--- config.mk ---
export PLATFORM = sky130hd
export DESIGN_NAME = wrop_guard
export DESIGN_NICKNAME = d
export VERILOG_FILES = /design/src/shared/wrop_pkg.sv /design/src/design/wrop_region_match.sv /design/src/design/wrop_guard.sv
export SDC_FILE = /design/constraint.sdc
export NUM_CORES = 1
export LEC_CHECK = 0
export BUFFER_PORTS_ARGS = -buffer_cell sky130_fd_sc_hd__buf_2
export CAP_MARGIN = 20
export CORE_ASPECT_RATIO = 1.75
export CORE_MARGIN = 3
export CORE_UTILIZATION = 58
export CTS_CLUSTER_SIZE = 40
export DETAILED_ROUTE_END_ITERATION = 8
export PLACE_DENSITY = 0.9
export RECOVER_POWER = 100
export SYNTH_ARGS = -nofsm -noshare
export SYNTH_HDL_FRONTEND = slang
export SYNTH_SLANG_ARGS = --single-unit
--- constraint.sdc ---
create_clock -name clk -period 4.9 [get_ports clk]
set_input_delay 0.735 -clock clk [delete_from_list [all_inputs] [get_ports clk]]
set_output_delay 0.735 -clock clk [all_outputs]
set_load 0.05 [all_outputs]
--- src/shared/wrop_pkg.sv ---
package wrop_pkg;

  // Word address reach of the data bus and the block granularity
  localparam int unsigned ADDR_W       = 22;
  localparam int unsigned BLK_LSB      = 6;
  localparam int unsigned BLK_W        = 16;

  // Register indices; the byte address on APB is four times the index
  localparam logic [11:0] DEV_CFG_IDX  = 12'h880;
  localparam logic [11:0] START_IDX    = 12'h884;
  localparam logic [11:0] SIZE_IDX     = 12'h885;
  localparam logic [11:0] STATUS_IDX   = 12'h888;
  localparam int unsigned PADDR_W      = 14;
  localparam logic [PADDR_W-1:0] DEV_CFG_ADDR = {DEV_CFG_IDX, 2'b00};
  localparam logic [PADDR_W-1:0] START_ADDR   = {START_IDX, 2'b00};
  localparam logic [PADDR_W-1:0] SIZE_ADDR    = {SIZE_IDX, 2'b00};
  localparam logic [PADDR_W-1:0] STATUS_ADDR  = {STATUS_IDX, 2'b00};

  // Reset values
  localparam logic [15:0] START_RST    = 16'h0100;
  localparam logic [15:0] SIZE_RST     = 16'h00ff;
  localparam logic [31:0] CFG_RST      = 32'h0008_0003;

  // Device configuration register layout
  localparam logic [31:0] CFG_WR_MASK  = 32'h0008_8083;
  localparam logic [31:0] CFG_RO_ONES  = 32'h0007_0040;
  localparam int unsigned CFG_MAP_BIT  = 3;
  localparam int unsigned CFG_RST_BIT  = 5;
  localparam int unsigned CFG_EN_BIT   = 19;

  // Status register layout
  localparam int unsigned ST_HELD_BIT  = 0;
  localparam int unsigned ST_STALL_BIT = 1;
  localparam int unsigned ST_CNT_LSB   = 16;

  typedef enum logic [1:0] {
    WROP_IDLE = 2'b01,
    WROP_HELD = 2'b10
  } wrop_fsm_t;

endpackage

--- src/design/wrop_region_match.sv ---
`timescale 1ns/1ps
module wrop_region_match (
  input  wire logic [wrop_pkg::ADDR_W-1:0] addr,
  input  wire logic [wrop_pkg::BLK_W-1:0]  start,
  input  wire logic [wrop_pkg::BLK_W-1:0]  size_mask,
  output logic                             hit
);

  // Ones in the mask are don't-care bits inside the block
  assign hit = (((addr[wrop_pkg::ADDR_W-1:wrop_pkg::BLK_LSB] ^ start) & ~size_mask)
                == '0); // [RULE_10] [RULE_04] [RULE_05]

endmodule

--- src/design/wrop_guard.sv ---
// Notes on behaviour
// RULE_01: With guard on, a read in the block waits until the earlier write issues.
// RULE_02: With guard off, reads may pass earlier writes to differing addresses.
// RULE_03: Same-address write then read is always ordered; guard adds differing addresses.
// RULE_04: Start register holds word address bits 21..6; one count is 64 words.
// RULE_05: Size register is a right-aligned mask; zero means 64 words, all ones 4M.
// RULE_06: Software must align the start to a multiple of the block size.
// RULE_07: Reset loads start 0x0100 and size 0x00ff.
// RULE_08: Default block spans word addresses 0x4000 up to 0x8000.
// RULE_09: Configuration bit 19 enables the guard and resets to one.
// RULE_10: Address is inside when bits 21..6 match start wherever the mask is zero.
//
// The APB interface to the registers is this design's own decision.
`timescale 1ns/1ps
module wrop_guard (
  input  wire logic                              clk,
  input  wire logic                              reset,
  // APB slave
  input  wire logic                              psel,
  input  wire logic                              penable,
  input  wire logic                              pwrite,
  input  wire logic [wrop_pkg::PADDR_W-1:0]      paddr,
  input  wire logic [31:0]                       pwdata,
  output logic                                   pready,
  output logic                                   pslverr,
  output logic [31:0]                            prdata,
  // Live device status shown in the configuration register
  input  wire logic                              vmap_status,
  input  wire logic                              reset_pin_status,
  // Pipeline side
  input  wire logic                              wr_accept,
  input  wire logic [wrop_pkg::ADDR_W-1:0]       wr_accept_addr,
  input  wire logic                              wr_issued,
  input  wire logic                              rd_req_valid,
  input  wire logic [wrop_pkg::ADDR_W-1:0]       rd_req_addr,
  output logic                                   rd_stall,
  output logic                                   order_guard_enable
);

  typedef struct packed {
    wrop_pkg::wrop_fsm_t                fsm;
    logic [wrop_pkg::ADDR_W-1:0]        wr_addr;
    logic [wrop_pkg::BLK_W-1:0]         start;
    logic [wrop_pkg::BLK_W-1:0]         size;
    logic [31:0]                        cfg;
    logic [31:0]                        rdata;
    logic                               slverr;
    logic [15:0]                        stall_cnt;
  } wrop_state_t;

  wrop_state_t st_q;
  wrop_state_t st_d;

  logic        wr_hit;
  logic        rd_hit;
  logic        same_addr;
  logic        guard_stall;
  logic        setup_ph;
  logic        access_wr;
  logic [31:0] cfg_view;
  logic [31:0] status_view;

  ////////////////////////////////////////////////////////////////////////////
  // Region compare for the held write and the incoming read

  wrop_region_match u_wr_match (
    .addr      (st_q.wr_addr),
    .start     (st_q.start),
    .size_mask (st_q.size),
    .hit       (wr_hit)
  );

  wrop_region_match u_rd_match (
    .addr      (rd_req_addr),
    .start     (st_q.start),
    .size_mask (st_q.size),
    .hit       (rd_hit)
  );

  ////////////////////////////////////////////////////////////////////////////
  // Ordering decision

  assign order_guard_enable = st_q.cfg[wrop_pkg::CFG_EN_BIT]; // [RULE_09]
  assign same_addr = (rd_req_addr == st_q.wr_addr);

  // Region ordering only when enabled; otherwise reads take pipeline order
  assign guard_stall = order_guard_enable & wr_hit & rd_hit; // [RULE_01] [RULE_02]

  // Stall lasts through the issue cycle, so the read leaves one cycle after it
  assign rd_stall = (st_q.fsm == wrop_pkg::WROP_HELD) & rd_req_valid
                    & (same_addr | guard_stall); // [RULE_03] [RULE_01]

  ////////////////////////////////////////////////////////////////////////////
  // Register views

  always_comb begin
    cfg_view = (st_q.cfg & wrop_pkg::CFG_WR_MASK) | wrop_pkg::CFG_RO_ONES;
    cfg_view[wrop_pkg::CFG_MAP_BIT] = vmap_status;
    cfg_view[wrop_pkg::CFG_RST_BIT] = reset_pin_status;
    status_view = '0;
    status_view[wrop_pkg::ST_HELD_BIT]  = (st_q.fsm == wrop_pkg::WROP_HELD);
    status_view[wrop_pkg::ST_STALL_BIT] = rd_stall;
    status_view[wrop_pkg::ST_CNT_LSB +: 16] = st_q.stall_cnt;
  end

  assign setup_ph  = psel & ~penable;
  assign access_wr = psel & penable & pwrite;

  // Zero wait states: read data is loaded during setup
  assign pready  = 1'b1;
  assign pslverr = psel & penable & st_q.slverr;
  assign prdata  = st_q.rdata;

  ////////////////////////////////////////////////////////////////////////////
  // Next state

  always_comb begin
    st_d = st_q;

    // Write tracking: one write outstanding at a time from the pipeline
    case (st_q.fsm)
      wrop_pkg::WROP_IDLE: begin
        if (wr_accept) begin
          st_d.fsm     = wrop_pkg::WROP_HELD;
          st_d.wr_addr = wr_accept_addr;
        end
      end
      wrop_pkg::WROP_HELD: begin
        if (wr_accept) begin
          st_d.wr_addr = wr_accept_addr;
        end else if (wr_issued) begin
          st_d.fsm = wrop_pkg::WROP_IDLE; // [RULE_01]
        end
      end
      default: begin
        st_d.fsm = wrop_pkg::WROP_IDLE;
      end
    endcase

    // Saturating count of stalled read cycles, for software visibility
    if (rd_stall && st_q.stall_cnt != 16'hffff) begin
      st_d.stall_cnt = st_q.stall_cnt + 16'h0001;
    end

    if (setup_ph) begin
      st_d.rdata  = '0;
      st_d.slverr = 1'b0;
      case (paddr)
        wrop_pkg::DEV_CFG_ADDR: st_d.rdata = cfg_view;
        wrop_pkg::START_ADDR:   st_d.rdata = {16'h0000, st_q.start};
        wrop_pkg::SIZE_ADDR:    st_d.rdata = {16'h0000, st_q.size};
        wrop_pkg::STATUS_ADDR:  st_d.rdata = status_view;
        default:                st_d.slverr = 1'b1;
      endcase
    end

    if (access_wr) begin
      case (paddr)
        wrop_pkg::DEV_CFG_ADDR: st_d.cfg = pwdata & wrop_pkg::CFG_WR_MASK; // [RULE_09]
        wrop_pkg::START_ADDR:   st_d.start = pwdata[15:0]; // [RULE_04]
        wrop_pkg::SIZE_ADDR:    st_d.size = pwdata[15:0]; // [RULE_05]
        // Writing the status register clears the stall counter
        wrop_pkg::STATUS_ADDR:  st_d.stall_cnt = 16'h0000;
        default: begin
        end
      endcase
    end
  end

  ////////////////////////////////////////////////////////////////////////////
  // State register

  always_ff @(posedge clk) begin
    if (reset) begin
      st_q.fsm       <= wrop_pkg::WROP_IDLE;
      st_q.wr_addr   <= '0;
      st_q.start     <= wrop_pkg::START_RST; // [RULE_07] [RULE_08]
      st_q.size      <= wrop_pkg::SIZE_RST; // [RULE_07] [RULE_08]
      st_q.cfg       <= wrop_pkg::CFG_RST; // [RULE_09]
      st_q.rdata     <= '0;
      st_q.slverr    <= 1'b0;
      st_q.stall_cnt <= '0;
    end else begin
      st_q <= st_d;
    end
  end

endmodule

# --- Yosys cells after proc, flatten, opt, wreduce, memory -nomap -nowiden ---
# Index checks and enable logic that the tools add are counted.
totals:
  latch_bits: 0
  mem_bits_rw: 0
  input_bits: 100
  regBits: 110
  word_cells: 57
  rom_bits: 0
  out_inout_bits: 36
  mem_count: 0
op_classes:
  magnitude_cmp: 0
  n_eq_ne: 12
  mux: 11
  shift: 0
  n_div: 0
  mul: 0
  n_bitwise: 15
  n_reduce_logical: 10
  addsub: 1
ops:
  columns: ["op", "count"]
  rows:
  - ["32-bit case mux with 4 select lines", 1]
  - ["14-bit equality test (second input constant)", 4]
  - ["16-bit two-way mux", 3]
  - ["22-bit case mux with 2 select lines", 1]
  - ["16-bit AND", 2]
  - ["16-bit logical NOT", 2]
  - ["16-bit bitwise XOR", 2]
  - ["24-bit two-way mux", 1]
  - ["22-bit equality test", 1]
  - ["22-bit two-way mux", 1]
  - ["16-bit by 1-bit adder with 16-bit output (second input constant)", 1]
  - ["16-bit != test (second input constant)", 1]
  - ["16-bit inverter", 1]
  - ["1-bit AND", 8]
  - ["2-bit != test (second input constant)", 4]
  - ["2-bit AND reduction", 3]
  - ["3-bit AND reduction", 2]
  - ["2-bit two-way mux", 2]
  - ["2-bit case mux with 2 select lines", 1]
  - ["4-bit OR reduction", 1]
  - ["2-bit by 1-bit equality test with 1-bit output (second input constant)", 1]
  - ["2-bit equality test (second input constant)", 1]
  - ["2-bit nonzero test", 1]
  - ["1-bit logical AND", 1]
  - ["3 further kinds", 3]

# --- Depth between registers and ports, before layout ---
# Gate-level depths: netlist (run 1).
depth:
  depth_word: 11
  depth_mapped: 9
  ltp_nobuf: 8

# --- Hierarchy ---
# A second synthesis (run 1) with hierarchy kept.
unflattened:
  hier_cells: 654
  area_unflattened_um2: 5396.4
modules_own_cells:
  columns: ["module", "area_each_um2", "cells_each", "instances", "seq_area_each_um2"]
  rows:
  - ["wrop_guard", 4978.5, 600, 1, 2202.1]
  - ["wrop_region_match", 209.0, 27, 2, 0.0]

# --- Worst setup path before layout (run 1) ---
# No wires, ideal clock.
synth_timing:
  kind: "input -> output"
  startpoint: "in rd_req_addr[6] (netlist bit)"
  endpoint: "out rd_stall"
  cell_stages: 6
  path_buffers: 0
  t_required_ns: 4.165
  path_slack_ns: 1.643
  arrival_ns: 2.522
  cell_sequence: "xnor2_1 > a21oi_1 > or4_1 > nor3_1 > nand4_1 > a21oi_1"
synth_between:
  elab_chain_len: 6
  word_cells_on_any_way: 7
  cone_classes: "1 x eq/ne; 5 x bitwise; 1 x reduce/logical"
synth_lines:
  columns: ["item", "line", "source"]
  rows:
  - ["start, declared", "wrop_guard.sv:35", "input wire logic [wrop_pkg::ADDR_W-1:0] rd_req_addr,"]
  - ["16-bit bitwise XOR", "wrop_region_match.sv:10", "assign hit = (((addr[wrop_pkg::ADDR_W-1:wrop_pkg::BLK_LSB] ^ start) & ~size_mask)"]
  - ["16-bit AND", "wrop_region_match.sv:10", null]
  - ["16-bit logical NOT", "wrop_region_match.sv:10", null]
  - ["1-bit AND", "wrop_guard.sv:87", "assign guard_stall = order_guard_enable & wr_hit & rd_hit;"]
  - ["1-bit OR (*)", "wrop_guard.sv:91", "& (same_addr | guard_stall);"]
  - ["1-bit AND (*)", "wrop_guard.sv:91", null]
  - ["end, declared", "wrop_guard.sv:36", "output logic rd_stall,"]
# Every way passes the cells marked *; elsewhere a longest branch is shown, timed or not.

# --- Worst setup path after layout (run 1) ---
layout_timing:
  startpoint: "in reset"
  endpoint: "reg st_q[136] (netlist bit)"
layout_lines:
  columns: ["item", "line", "source"]
  rows:
  - ["start, declared", "wrop_guard.sv:17", "input wire logic reset,"]
  - ["end signal, assigned", "wrop_guard.sv:184", "st_q <= st_d;"]
  - ["end, declared", "wrop_guard.sv:51", "wrop_state_t st_q;"]
# No word-level cell between the ends.

==> results.json, run 1 <==
{
  "cts_num_sinks": 110,
  "ff2ff_setup_slack_ns": 2.56,
  "dp_hpwl_um": 10800,
  "die-area_um2": 10700,
  "peakVddDrop_v": 0.000255,
  "critPathLaunch": "reset",
  "postRouteAntennaNets": 0,
  "hold_buffers": 0,
  "synth_area_per_cell_um2": 7.91,
  "status": "finished with violations",
  "async_reset_ff_share_pct": 0,
  "min_period_ns": 3.69,
  "clkPwrFrac_pct": 40.1,
  "grt_setup_unrepaired": "no",
  "post-cts-setup-buffers": 0,
  "synthFlopType": "dfxtp_1",
  "dp_cells": 862,
  "period_share_pct": 75.3,
  "setup_viol": 0,
  "cp_max_fo": 50,
  "pin_count": 136,
  "place_congestion": 0.959,
  "grt_max_degree": 51,
  "leakagePower_nw": 2.26,
  "start_util_pct": 60.0,
  "combinationalPowerShare_pct": 8.9,
  "seq_area_frac_synth_pct": 40.3,
  "viasPerCell": 5.81,
  "std_cell_rows": 46,
  "firstDrtPassIters": 6,
  "drc": 0,
  "cts_resized": 0,
  "grt_antenna_before_repair": 0,
  "vias": 5096,
  "clk_pin_slew_worst_paths_ns": 0.07,
  "multi_input_area_um2": 2790,
  "hold_viol_final": 0,
  "skew_ns": 0.00570,
  "grt_pass1_vias": 4901,
  "cp.required_ns": 5.15,
  "r2r_end": "st_q[0]",
  "place_ws_ns": 1.67,
  "violations": "capacitance limit, slew limit",
  "core-area_um2": 9090,
  "crit_path_start_kind": "input pin",
  "syn2layout_area_growth_pct": 10.4,
  "portBuffers": 119,
  "root_buffer": "clkbuf_16",
  "synth_cell_types": 50,
  "arrival_ns": 3.94,
  "drive_gt1_share_pct": 14.1,
  "nNetsFinal": 854,
  "rr_startpoint": "st_q[0]",
  "layout_setup_ws_ns": 1.21,
  "grt-ovfl-total": 0,
  "p_per_area_nw_per_um2": 300,
  "cp-end-kind": "flop",
  "reg2reg_depth": 7,
  "syn_inst": 690,
  "grt_use_total_pct": 27.1,
  "die_h_um": 134,
  "p_sw_share_pct": 23.4,
  "fillCellCount": 787,
  "cp-endpoint": "st_q[136]",
  "max_freq_ghz": 0.271,
  "wl_um": 14500,
  "syn_area_um2": 5460,
  "hp-start": "prdata[31]",
  "relSlewSlack_pct": -36.9,
  "clk_latency_ns": 0.35,
  "yosysWarnings": 0,
  "cts_tree": "yes",
  "die_w_um": 79.3,
  "tns_ns": 0,
  "slew_viol_final": 128,
  "wl_per_cell_um": 16.5,
  "regArea_um2": 2200,
  "min_path_type": "reg -> reg",
  "drt_iter0_drc": 293,
  "worstMarginPinSlew_ns": 2.05,
  "ys_seq_elements": 110,
  "clockBufferDepth": 2,
  "p_sw_mw": 0.423,
  "diodes": 0,
  "max_cap_viol_count": 4,
  "worstSetupPathType": "in -> reg",
  "p_int_mw": 1.38,
  "grt_pass1_wl_um": 22800,
  "final_cells": 877,
  "htreeDepth": 3,
  "numCtsBuffers": 9,
  "syn-num-nets": 791,
  "synth_edf_count": 0,
  "seqPwrFrac_pct": 51.1
}
## state kept, by name, indices dropped and copies added, names as in the netlist
| name | cells |
|---|---|
| order_guard_enable | 1 |
| prdata | 32 |
| st_q | 73 |
| cfg_view | 4 |
## layer usage
metal / track usage [%] / vias up / routed length, um
met5: 0 / - / 0
met1: 28.1 / 2363 / 5260
li1: - / 2476 / -
met3: 4.70 / 46 / 826
met4: 14.6 / 0 / 546
met2: 50.1 / 211 / 7840
## cell type report
cell class              count  share of cell area [%]
clock inverters             3                   0.748
multi-input cells         505                    46.2
inverters                   3                   0.187
repair buffers            124                    9.70
clock buffers              12                    4.09
well taps                 120                    2.49
flip-flops and latches    110                    36.6
## cell usage in the layout (no fill, tap or decap), drive strengths merged, types with 3 or more instances in the layout
| cell | instances |
|---|---|
| a211o | 3 |
| nor2 | 49 |
| nand2b | 16 |
| nor3 | 25 |
| nor2b | 8 |
| nand4b | 3 |
| nor4 | 9 |
| a222oi | 6 |
| xor2 | 5 |
| clkbuf | 49 |
| and3 | 15 |
| a22oi | 11 |
| nand2 | 145 |
| a21oi | 87 |
| nand3b | 10 |
| o22ai | 10 |
| nand3 | 23 |
| and2 | 4 |
| nand4 | 13 |
| dfxtp | 110 |
| inv | 3 |
| mux2i | 12 |
| xnor2 | 30 |
| nor4b | 4 |
| buf | 87 |
## per-stage QoR
stage / area (um2) / hold slack [ns] / util, % / total power, mW
2_1_floorplan: 5460 / 0.432 / - / 1.04
3_3_place_gp: 5820 / 0.439 / 64.0 / 1.10
3_5_place_dp: 5820 / 0.447 / 64.0 / 1.10
4_1_cts: 6110 / 0.456 / 67.2 / 1.81
5_1_grt: 6020 / 0.478 / 66.2 / 1.86
6_report: 6020 / 0.455 / 66.2 / 1.81
## power groups by stage
stage	Combinational [mW]	Sequential [mW]	Clock [mW]
2_1_floorplan	0.0996	0.939	0
3_3_place_gp	0.157	0.941	0
3_5_place_dp	0.161	0.943	0
4_1_cts	0.162	0.922	0.729
5_1_grt	0.176	0.923	0.764
6_report	0.160	0.922	0.724
## how the worst min path moves through the flow
stage | to | slack, ns | depth (start not counted)
floorplan | prdata[22] | 0.43 | 2
global placement | prdata[30] | 0.44 | 2
detailed placement | prdata[25] | 0.45 | 2
CTS | prdata[25] | 0.46 | 2
global route | prdata[21] | 0.48 | 2
finish | prdata[31] | 0.46 | 2
## cells in the mapped netlist, types with 2 or more instances
cell type | count | area share (%)
o22ai_1 | 9 | 1.0
nand3_1 | 22 | 2.0
nor2_1 | 48 | 3.3
nand4_1 | 13 | 1.5
a22oi_1 | 11 | 1.5
and3_1 | 15 | 1.7
o21ai_0 | 2 | 0.18
nand2_1 | 145 | 10
nand3b_1 | 10 | 1.4
inv_1 | 3 | 0.21
nand4b_1 | 3 | 0.48
a21oi_1 | 87 | 8.0
and2_1 | 4 | 0.46
clkbuf_1 | 24 | 1.7
nor4b_2 | 2 | 0.55
nand2b_1 | 16 | 1.8
nor4_2 | 2 | 0.46
buf_2 | 13 | 1.2
a211o_1 | 3 | 0.48
mux2i_1 | 12 | 2.2
o311ai_1 | 2 | 0.32
xor2_1 | 5 | 0.80
nor2b_1 | 8 | 0.92
a222oi_1 | 6 | 1.1
nor4_1 | 6 | 0.69
xnor2_1 | 30 | 4.8
nor3_1 | 25 | 2.3
buf_4 | 33 | 4.5
dfxtp_1 | 110 | 40
## cells by family after synthesis
family	synth area share [%]
AOI/OAI and AO/OA	13.6
xor gates and xnor gates	5.62
adders and majority gates	0.229
buffers and inverters	7.93
DFF	40.3
muxes	2.20
other	0.0687
and+or+nand+nor	30.0
## critical path, cell delays in order
cell,delay [ns]
clkbuf_1,1.27
clkbuf_1,1.55
or2_2,0.31
inv_1,0.04
No activity file was read; power rests on OpenSTA's default activity.
==> inputs of run 2 (changes only) <==
Settings changed: ABC_AREA set to 1, CORE_UTILIZATION 58 to 49, PLACE_DENSITY 0.9 to 0.81.
Clock period 4.9 ns to 3.05 ns, I/O delays scaled along.
==> run 2 against run 1 <==
Net effect:
- the flow now finishes without violations
- synthesized area up 8.0%
- clock skew is 0.0047 ns higher
- largest cell class unchanged
- critical path depth rose by 5
- non-clock buffer count is 5 higher
- first-iteration DRC count grew 25%
- utilization decreased by 10 points
- sequential power is 62% higher
- sequential cell count unchanged
- sequential share of layout area down 2.8 points
- via count up 14%
- die area grew 26%
==> results.json, run 2 <==
{
  "status": "finished, final reports clean",
  "dp_hpwl_um": 11900,
  "async_reset_ff_share_pct": 0,
  "grt_pass1_wl_um": 25000,
  "syn2layout_area_growth_pct": 10.8,
  "drive_gt1_share_pct": 12.2,
  "seq_area_frac_synth_pct": 37.3,
  "path_delay_family": "simple AND/OR/NAND/NOR gates",
  "setup_viol": 0,
  "syn-num-nets": 968,
  "grt-ovfl-total": 0,
  "die-area_um2": 13400,
  "skew_ns": 0.0104,
  "nNetsFinal": 1043,
  "ys_seq_elements": 110,
  "synthTopCellsByCount": "nand2_1 (199), dfxtp_1 (110), inv_1 (109), a21oi_1 (88), nand3_1 (78)",
  "firstDrtPassIters": 5,
  "min_path_type": "in -> reg",
  "vias": 5799,
  "std_cell_rows": 52,
  "wl_um": 15900,
  "whs_ns": 0.338,
  "relSlewSlack_pct": 13.1,
  "place_congestion": 0.921,
  "clockBufferDepth": 2,
  "portBuffers": 119,
  "pin_count": 136,
  "crit_path_start_kind": "input pin",
  "largest_register_ffs": 73,
  "post-route-util_pct": 56.1,
  "yosys.area.top_type_share_pct": 37.3,
  "p_sw_mw": 0.736,
  "yosysMostFrequentCell": "nand2_1",
  "numCtsBuffers": 9,
  "arrival_ns": 2.94,
  "top_register": "st_q",
  "synth_area_per_cell_um2": 6.80,
  "worstPathCellList": "buf_2 > or2_4 > nor2_4 > nand2_1 > nor3_1 > nand4_1 > buf_4 > o21ai_0 > a21oi_1",
  "cts_tree": "yes",
  "max_cap_viol_count": 0,
  "wl_per_cell_um": 14.7,
  "root_buffer": "clkbuf_16",
  "max_freq_ghz": 0.370,
  "combinationalPowerShare_pct": 9.2,
  "grt_antenna_before_repair": 1,
  "viasPerCell": 5.35,
  "cp.required_ns": 3.29,
  "p_int_mw": 2.34,
  "core-area_um2": 11600,
  "synth_top_cell_by_area": "dfxtp_1",
  "post-cts-setup-buffers": 0,
  "tns_ns": 0,
  "cts_num_sinks": 110,
  "grt_pass1_vias": 5467,
  "path_buf_inv": 2,
  "grt_setup_unrepaired": "no",
  "start_util_pct": 50.6,
  "p_per_area_nw_per_um2": 472,
  "grt_max_degree": 62,
  "grt_use_total_pct": 23.9,
  "htreeDepth": 3,
  "cp-end-kind": "flop",
  "hold_buffers": 0,
  "synth_edf_count": 0,
  "clk_latency_ns": 0.35,
  "slew_viol_final": 0,
  "synth_cell_types": 44,
  "final_cells": 1083,
  "synth_area_leaders": "dfxtp_1 (37%), nand2_1 (13%), a21oi_1 (7.5%)",
  "place_ws_ns": 0.655,
  "yosysWarnings": 0,
  "leakagePower_nw": 2.94,
  "dp_cells": 1066,
  "cp_max_fo": 15,
  "min_period_ns": 2.70,
  "mostFrequentLayoutCells": "nand2_1 (202), inv_1 (112), dfxtp_1 (110), a21oi_1 (88), buf_2 (83)",
  "cts_resized": 0,
  "p_sw_share_pct": 23.9,
  "hold_viol_final": 0,
  "drc": 0,
  "final_common_cell": "nand2_1",
  "synthFlopType": "dfxtp_1",
  "seqPwrFrac_pct": 48.4,
  "die_w_um": 88.9,
  "cp_slowest_cell": "nand4_1",
  "syn_inst": 867,
  "period_share_pct": 88.6,
  "peakVddDrop_v": 0.000284,
  "worstSetupPathType": "in -> reg",
  "die_h_um": 151,
  "clk_pin_slew_worst_paths_ns": 0.07,
  "drt_iter0_drc": 365,
  "layout_setup_ws_ns": 0.348,
  "worstMarginPinSlew_ns": 1.30,
  "max_stage_delay_ns": 0.74,
  "syn_area_um2": 5900,
  "postRouteAntennaNets": 0,
  "clkPwrFrac_pct": 42.4
}
-- run 2: cell count changes after synthesis, moves of 14 or more --
cell / previous run / this run
and3_1: 15 / 1
o21ai_1: 0 / 15
o21ai_0: 2 / 45
nand2b_1: 16 / 0
inv_1: 3 / 109
nand2_1: 145 / 199
xnor2_1: 30 / 9
nand3_1: 22 / 78
nor3_1: 25 / 8
-- run 2: tightest hold or removal path, delay by kind of cell --
family / cells / cell delay [ns]
compound gates: 1 / 0.07
buf+inv: 1 / 0.07
simple gates: 1 / 0.04
-- run 2: cells by family (layout without fill, tap and decap cells) --
family / Yosys count / in the layout / synth area share, %
xor+xnor: 23 / 23 / 3.42
simple gates: 380 / 380 / 28.7
flops: 110 / 110 / 37.3
compound gates: 173 / 173 / 15.8
other cells: 1 / 2 / 0.0636
buf+inv: 179 / 259 / 14.5
fa+ha+maj: 1 / 1 / 0.212
-- run 2: final timing paths --
| check | from | end | slack, ns | depth (start not counted) |
|---|---|---|---|---|
| min | pwdata[19] | order_guard_enable | 0.34 | 3 |
| max | paddr[7] | st_q[93] | 0.35 | 9 |
| max reg2reg | st_q[103] | st_q[10] | 0.86 | 13 |
| min reg2reg | st_q[83] | st_q[83] | 0.46 | 2 |
-- run 2: final cells by class --
class	count	area, um2
inverters	114	429
clock inverters	4	76.3
repair buffers	129	612
diodes	1	2.50
flip-flops and latches	110	2200
clock buffers	12	256
multi-input cells	578	2780
fillers	1157	5110
well taps	135	169
-- run 2: metrics by stage --
| step | power (mW) | cell area, um2 |
|---|---|---|
| 2_1_floorplan | 1.69 | 5900 |
| 3_3_place_gp | 1.81 | 6310 |
| 3_5_place_dp | 1.81 | 6310 |
| 4_1_cts | 3.11 | 6650 |
| 5_1_grt | 3.20 | 6530 |
| 6_report | 3.08 | 6530 |
-- run 2: routing by layer --
metal	global-route usage (%)	vias to the layer above	share of wire [%]
met5	0	-	0
met4	11.7	0	4.1
met3	4.68	57	5.7
met2	43.7	198	54
met1	25.4	2627	37
li1	-	2917	-
-- run 2: power groups by stage --
stage	combinational, mW	sequential, mW	clock [mW]
after floorplan	0.174	1.52	0
after global placement	0.285	1.52	0
after detailed placement	0.289	1.52	0
after CTS	0.291	1.49	1.33
after global routing	0.317	1.49	1.39
final	0.283	1.49	1.31
==> inputs of run 3 (changes only) <==
Settings changed: RECOVER_POWER 100 to unset.
==> run 3 against run 2 <==
Net effect:
- worst hold slack worse by 0.00098 ns
- clock skew about the same
- non-clock buffer count unchanged
- routed wire length down 0.51%
- power up 0.15%
- register-to-register slack better by 0.09 ns
- combinational power up 2%
- count of clock-buffer cells in the layout unchanged
- sequential share of layout area down 0.60 points
- final cell count unchanged
- die area unchanged
- critical path type is now reg -> out
==> results.json, run 3 (synthesis results as in run 2) <==
{
  "dp_hpwl_um": 11900,
  "wl_per_cell_um": 14.6,
  "cp_max_fo": 13,
  "cts_num_sinks": 110,
  "worstSetupPathType": "reg -> out",
  "root_buffer": "clkbuf_16",
  "pin_count": 136,
  "rr_startpoint": "st_q[103]",
  "drive_gt1_share_pct": 17.7,
  "fillCellCount": 1128,
  "viasPerCell": 5.35,
  "drc": 0,
  "post-cts-setup-buffers": 0,
  "wl_um": 15900,
  "crit_path_start_kind": "flop",
  "clk_latency_ns": 0.35,
  "die_h_um": 151,
  "placed_area_um2": 6310,
  "hp-start": "pwdata[19]",
  "setup_viol": 0,
  "max_freq_ghz": 0.394,
  "die_w_um": 88.9,
  "leakagePower_nw": 3.13,
  "relSlewSlack_pct": 39.9,
  "grt_antenna_before_repair": 1,
  "finalInstanceArea_um2": 6650,
  "p_per_area_nw_per_um2": 464,
  "final_common_cell": "nand2_1",
  "arrival_ns": 2.08,
  "min_path_type": "in -> reg",
  "grt-ovfl-total": 0,
  "cp-end-kind": "output port",
  "status": "finished, final reports clean",
  "grt_use_total_pct": 23.9,
  "portBuffers": 119,
  "nNetsFinal": 1043,
  "final_cells": 1083,
  "peakVddDrop_v": 0.000283,
  "grt_pass1_wl_um": 25000,
  "grt_setup_unrepaired": "no",
  "worstMarginPinSlew_ns": 0.899,
  "cts_tree": "yes",
  "ff2ff_setup_slack_ns": 0.95,
  "firstDrtPassIters": 5,
  "whs_endpoint": "order_guard_enable",
  "mostFrequentLayoutCells": "nand2_1 (199), buf_2 (119), dfxtp_1 (110), inv_1 (109), a21oi_1 (88)",
  "clk_pin_slew_worst_paths_ns": 0.08,
  "postRouteAntennaNets": 0,
  "htreeDepth": 3,
  "reg2reg_depth": 13,
  "grt_pass1_vias": 5467,
  "skew_ns": 0.0106,
  "hold_depth": 3,
  "place_congestion": 0.921,
  "core-area_um2": 11600,
  "hold_buffers": 0,
  "syn2layout_area_growth_pct": 12.8,
  "std_cell_rows": 52,
  "dp_cells": 1066,
  "max_cap_viol_count": 0,
  "top_register": "st_q",
  "r2r_end": "st_q[10]",
  "slew_viol_final": 0,
  "start_util_pct": 50.6,
  "numCtsBuffers": 9,
  "period_share_pct": 83.2,
  "clockBufferDepth": 2,
  "tns_ns": 0,
  "cts_resized": 0,
  "hold_viol_final": 0,
  "cp.required_ns": 2.59,
  "vias": 5798,
  "die-area_um2": 13400,
  "min_period_ns": 2.54,
  "grt_max_degree": 62,
  "largest_register_ffs": 73,
  "drt_iter0_drc": 353
}
-- run 3: layout make-up --
cell class                      instances  area, um2  area share (%)
Antenna cell                            1       2.50          0.0376
Clock buffer                           12        256            3.86
Clock inverter                          4       76.3            1.15
Inverter                              114        429            6.45
Multi-Input combinational cell        578       2840            42.8
Sequential cell                       110       2200            33.1
Tap cell                              135        169            2.54
Timing Repair Buffer                  129        671            10.1
-- run 3: worst max path at each step --
stage | start | endpoint | slack, ns | cells after the start
2_1_floorplan | order_guard_enable | rd_stall | 1.09 | 9
4_1_cts | st_q[116] | rd_stall | 0.51 | 9
3_5_place_dp | rd_req_addr[3] | rd_stall | 0.66 | 10
5_1_grt | st_q[116] | rd_stall | 0.33 | 9
6_report | st_q[103] | rd_stall | 0.51 | 12
3_3_place_gp | rd_req_addr[3] | rd_stall | 0.66 | 10
-- run 3: critical path, cell delays in order (launching register included) --
cell and delay, ns:
dfxtp_1 0.33, inv_1 0.12, nand2_1 0.06, nand3_1 0.07
nand2_1 0.06, nor2_1 0.19, nand2_1 0.07, nor2_1 0.08
nand3_1 0.08, nand2_2 0.12, nand2_4 0.08, clkinv_2 0.16
buf_2 0.30
-- run 3: metrics by stage --
stage               util [%]  power [mW]  hold WS (ns)  setup slack [ns]
floorplan                  -        1.69         0.429              1.09
global placement        54.2        1.81         0.437             0.657
detailed placement      54.2        1.81         0.442             0.655
CTS                     57.1        3.11         0.329             0.509
global route            57.1        3.21         0.358             0.326
finish                  57.1        3.08         0.337             0.511
-- run 3: where the power goes --
part	internal [mW]	total, mW	leakage, nW	switching (mW)
logic	0.113	0.290	2.08	0.177
clock network	0.769	1.30	0.159	0.535
registers	1.47	1.49	0.892	0.0245
total	2.35	3.08	3.13	0.737
-- run 3: per-layer routing --
metal / routed length [um] / track usage (%) / share of wire [%] / up-vias
li1: - / - / - / 2918
met1: 5720 / 25.4 / 36 / 2626
met2: 8460 / 43.7 / 53 / 203
met3: 960 / 4.68 / 6.1 / 51
met4: 720 / 11.7 / 4.5 / 0
met5: 0 / 0 / 0 / -
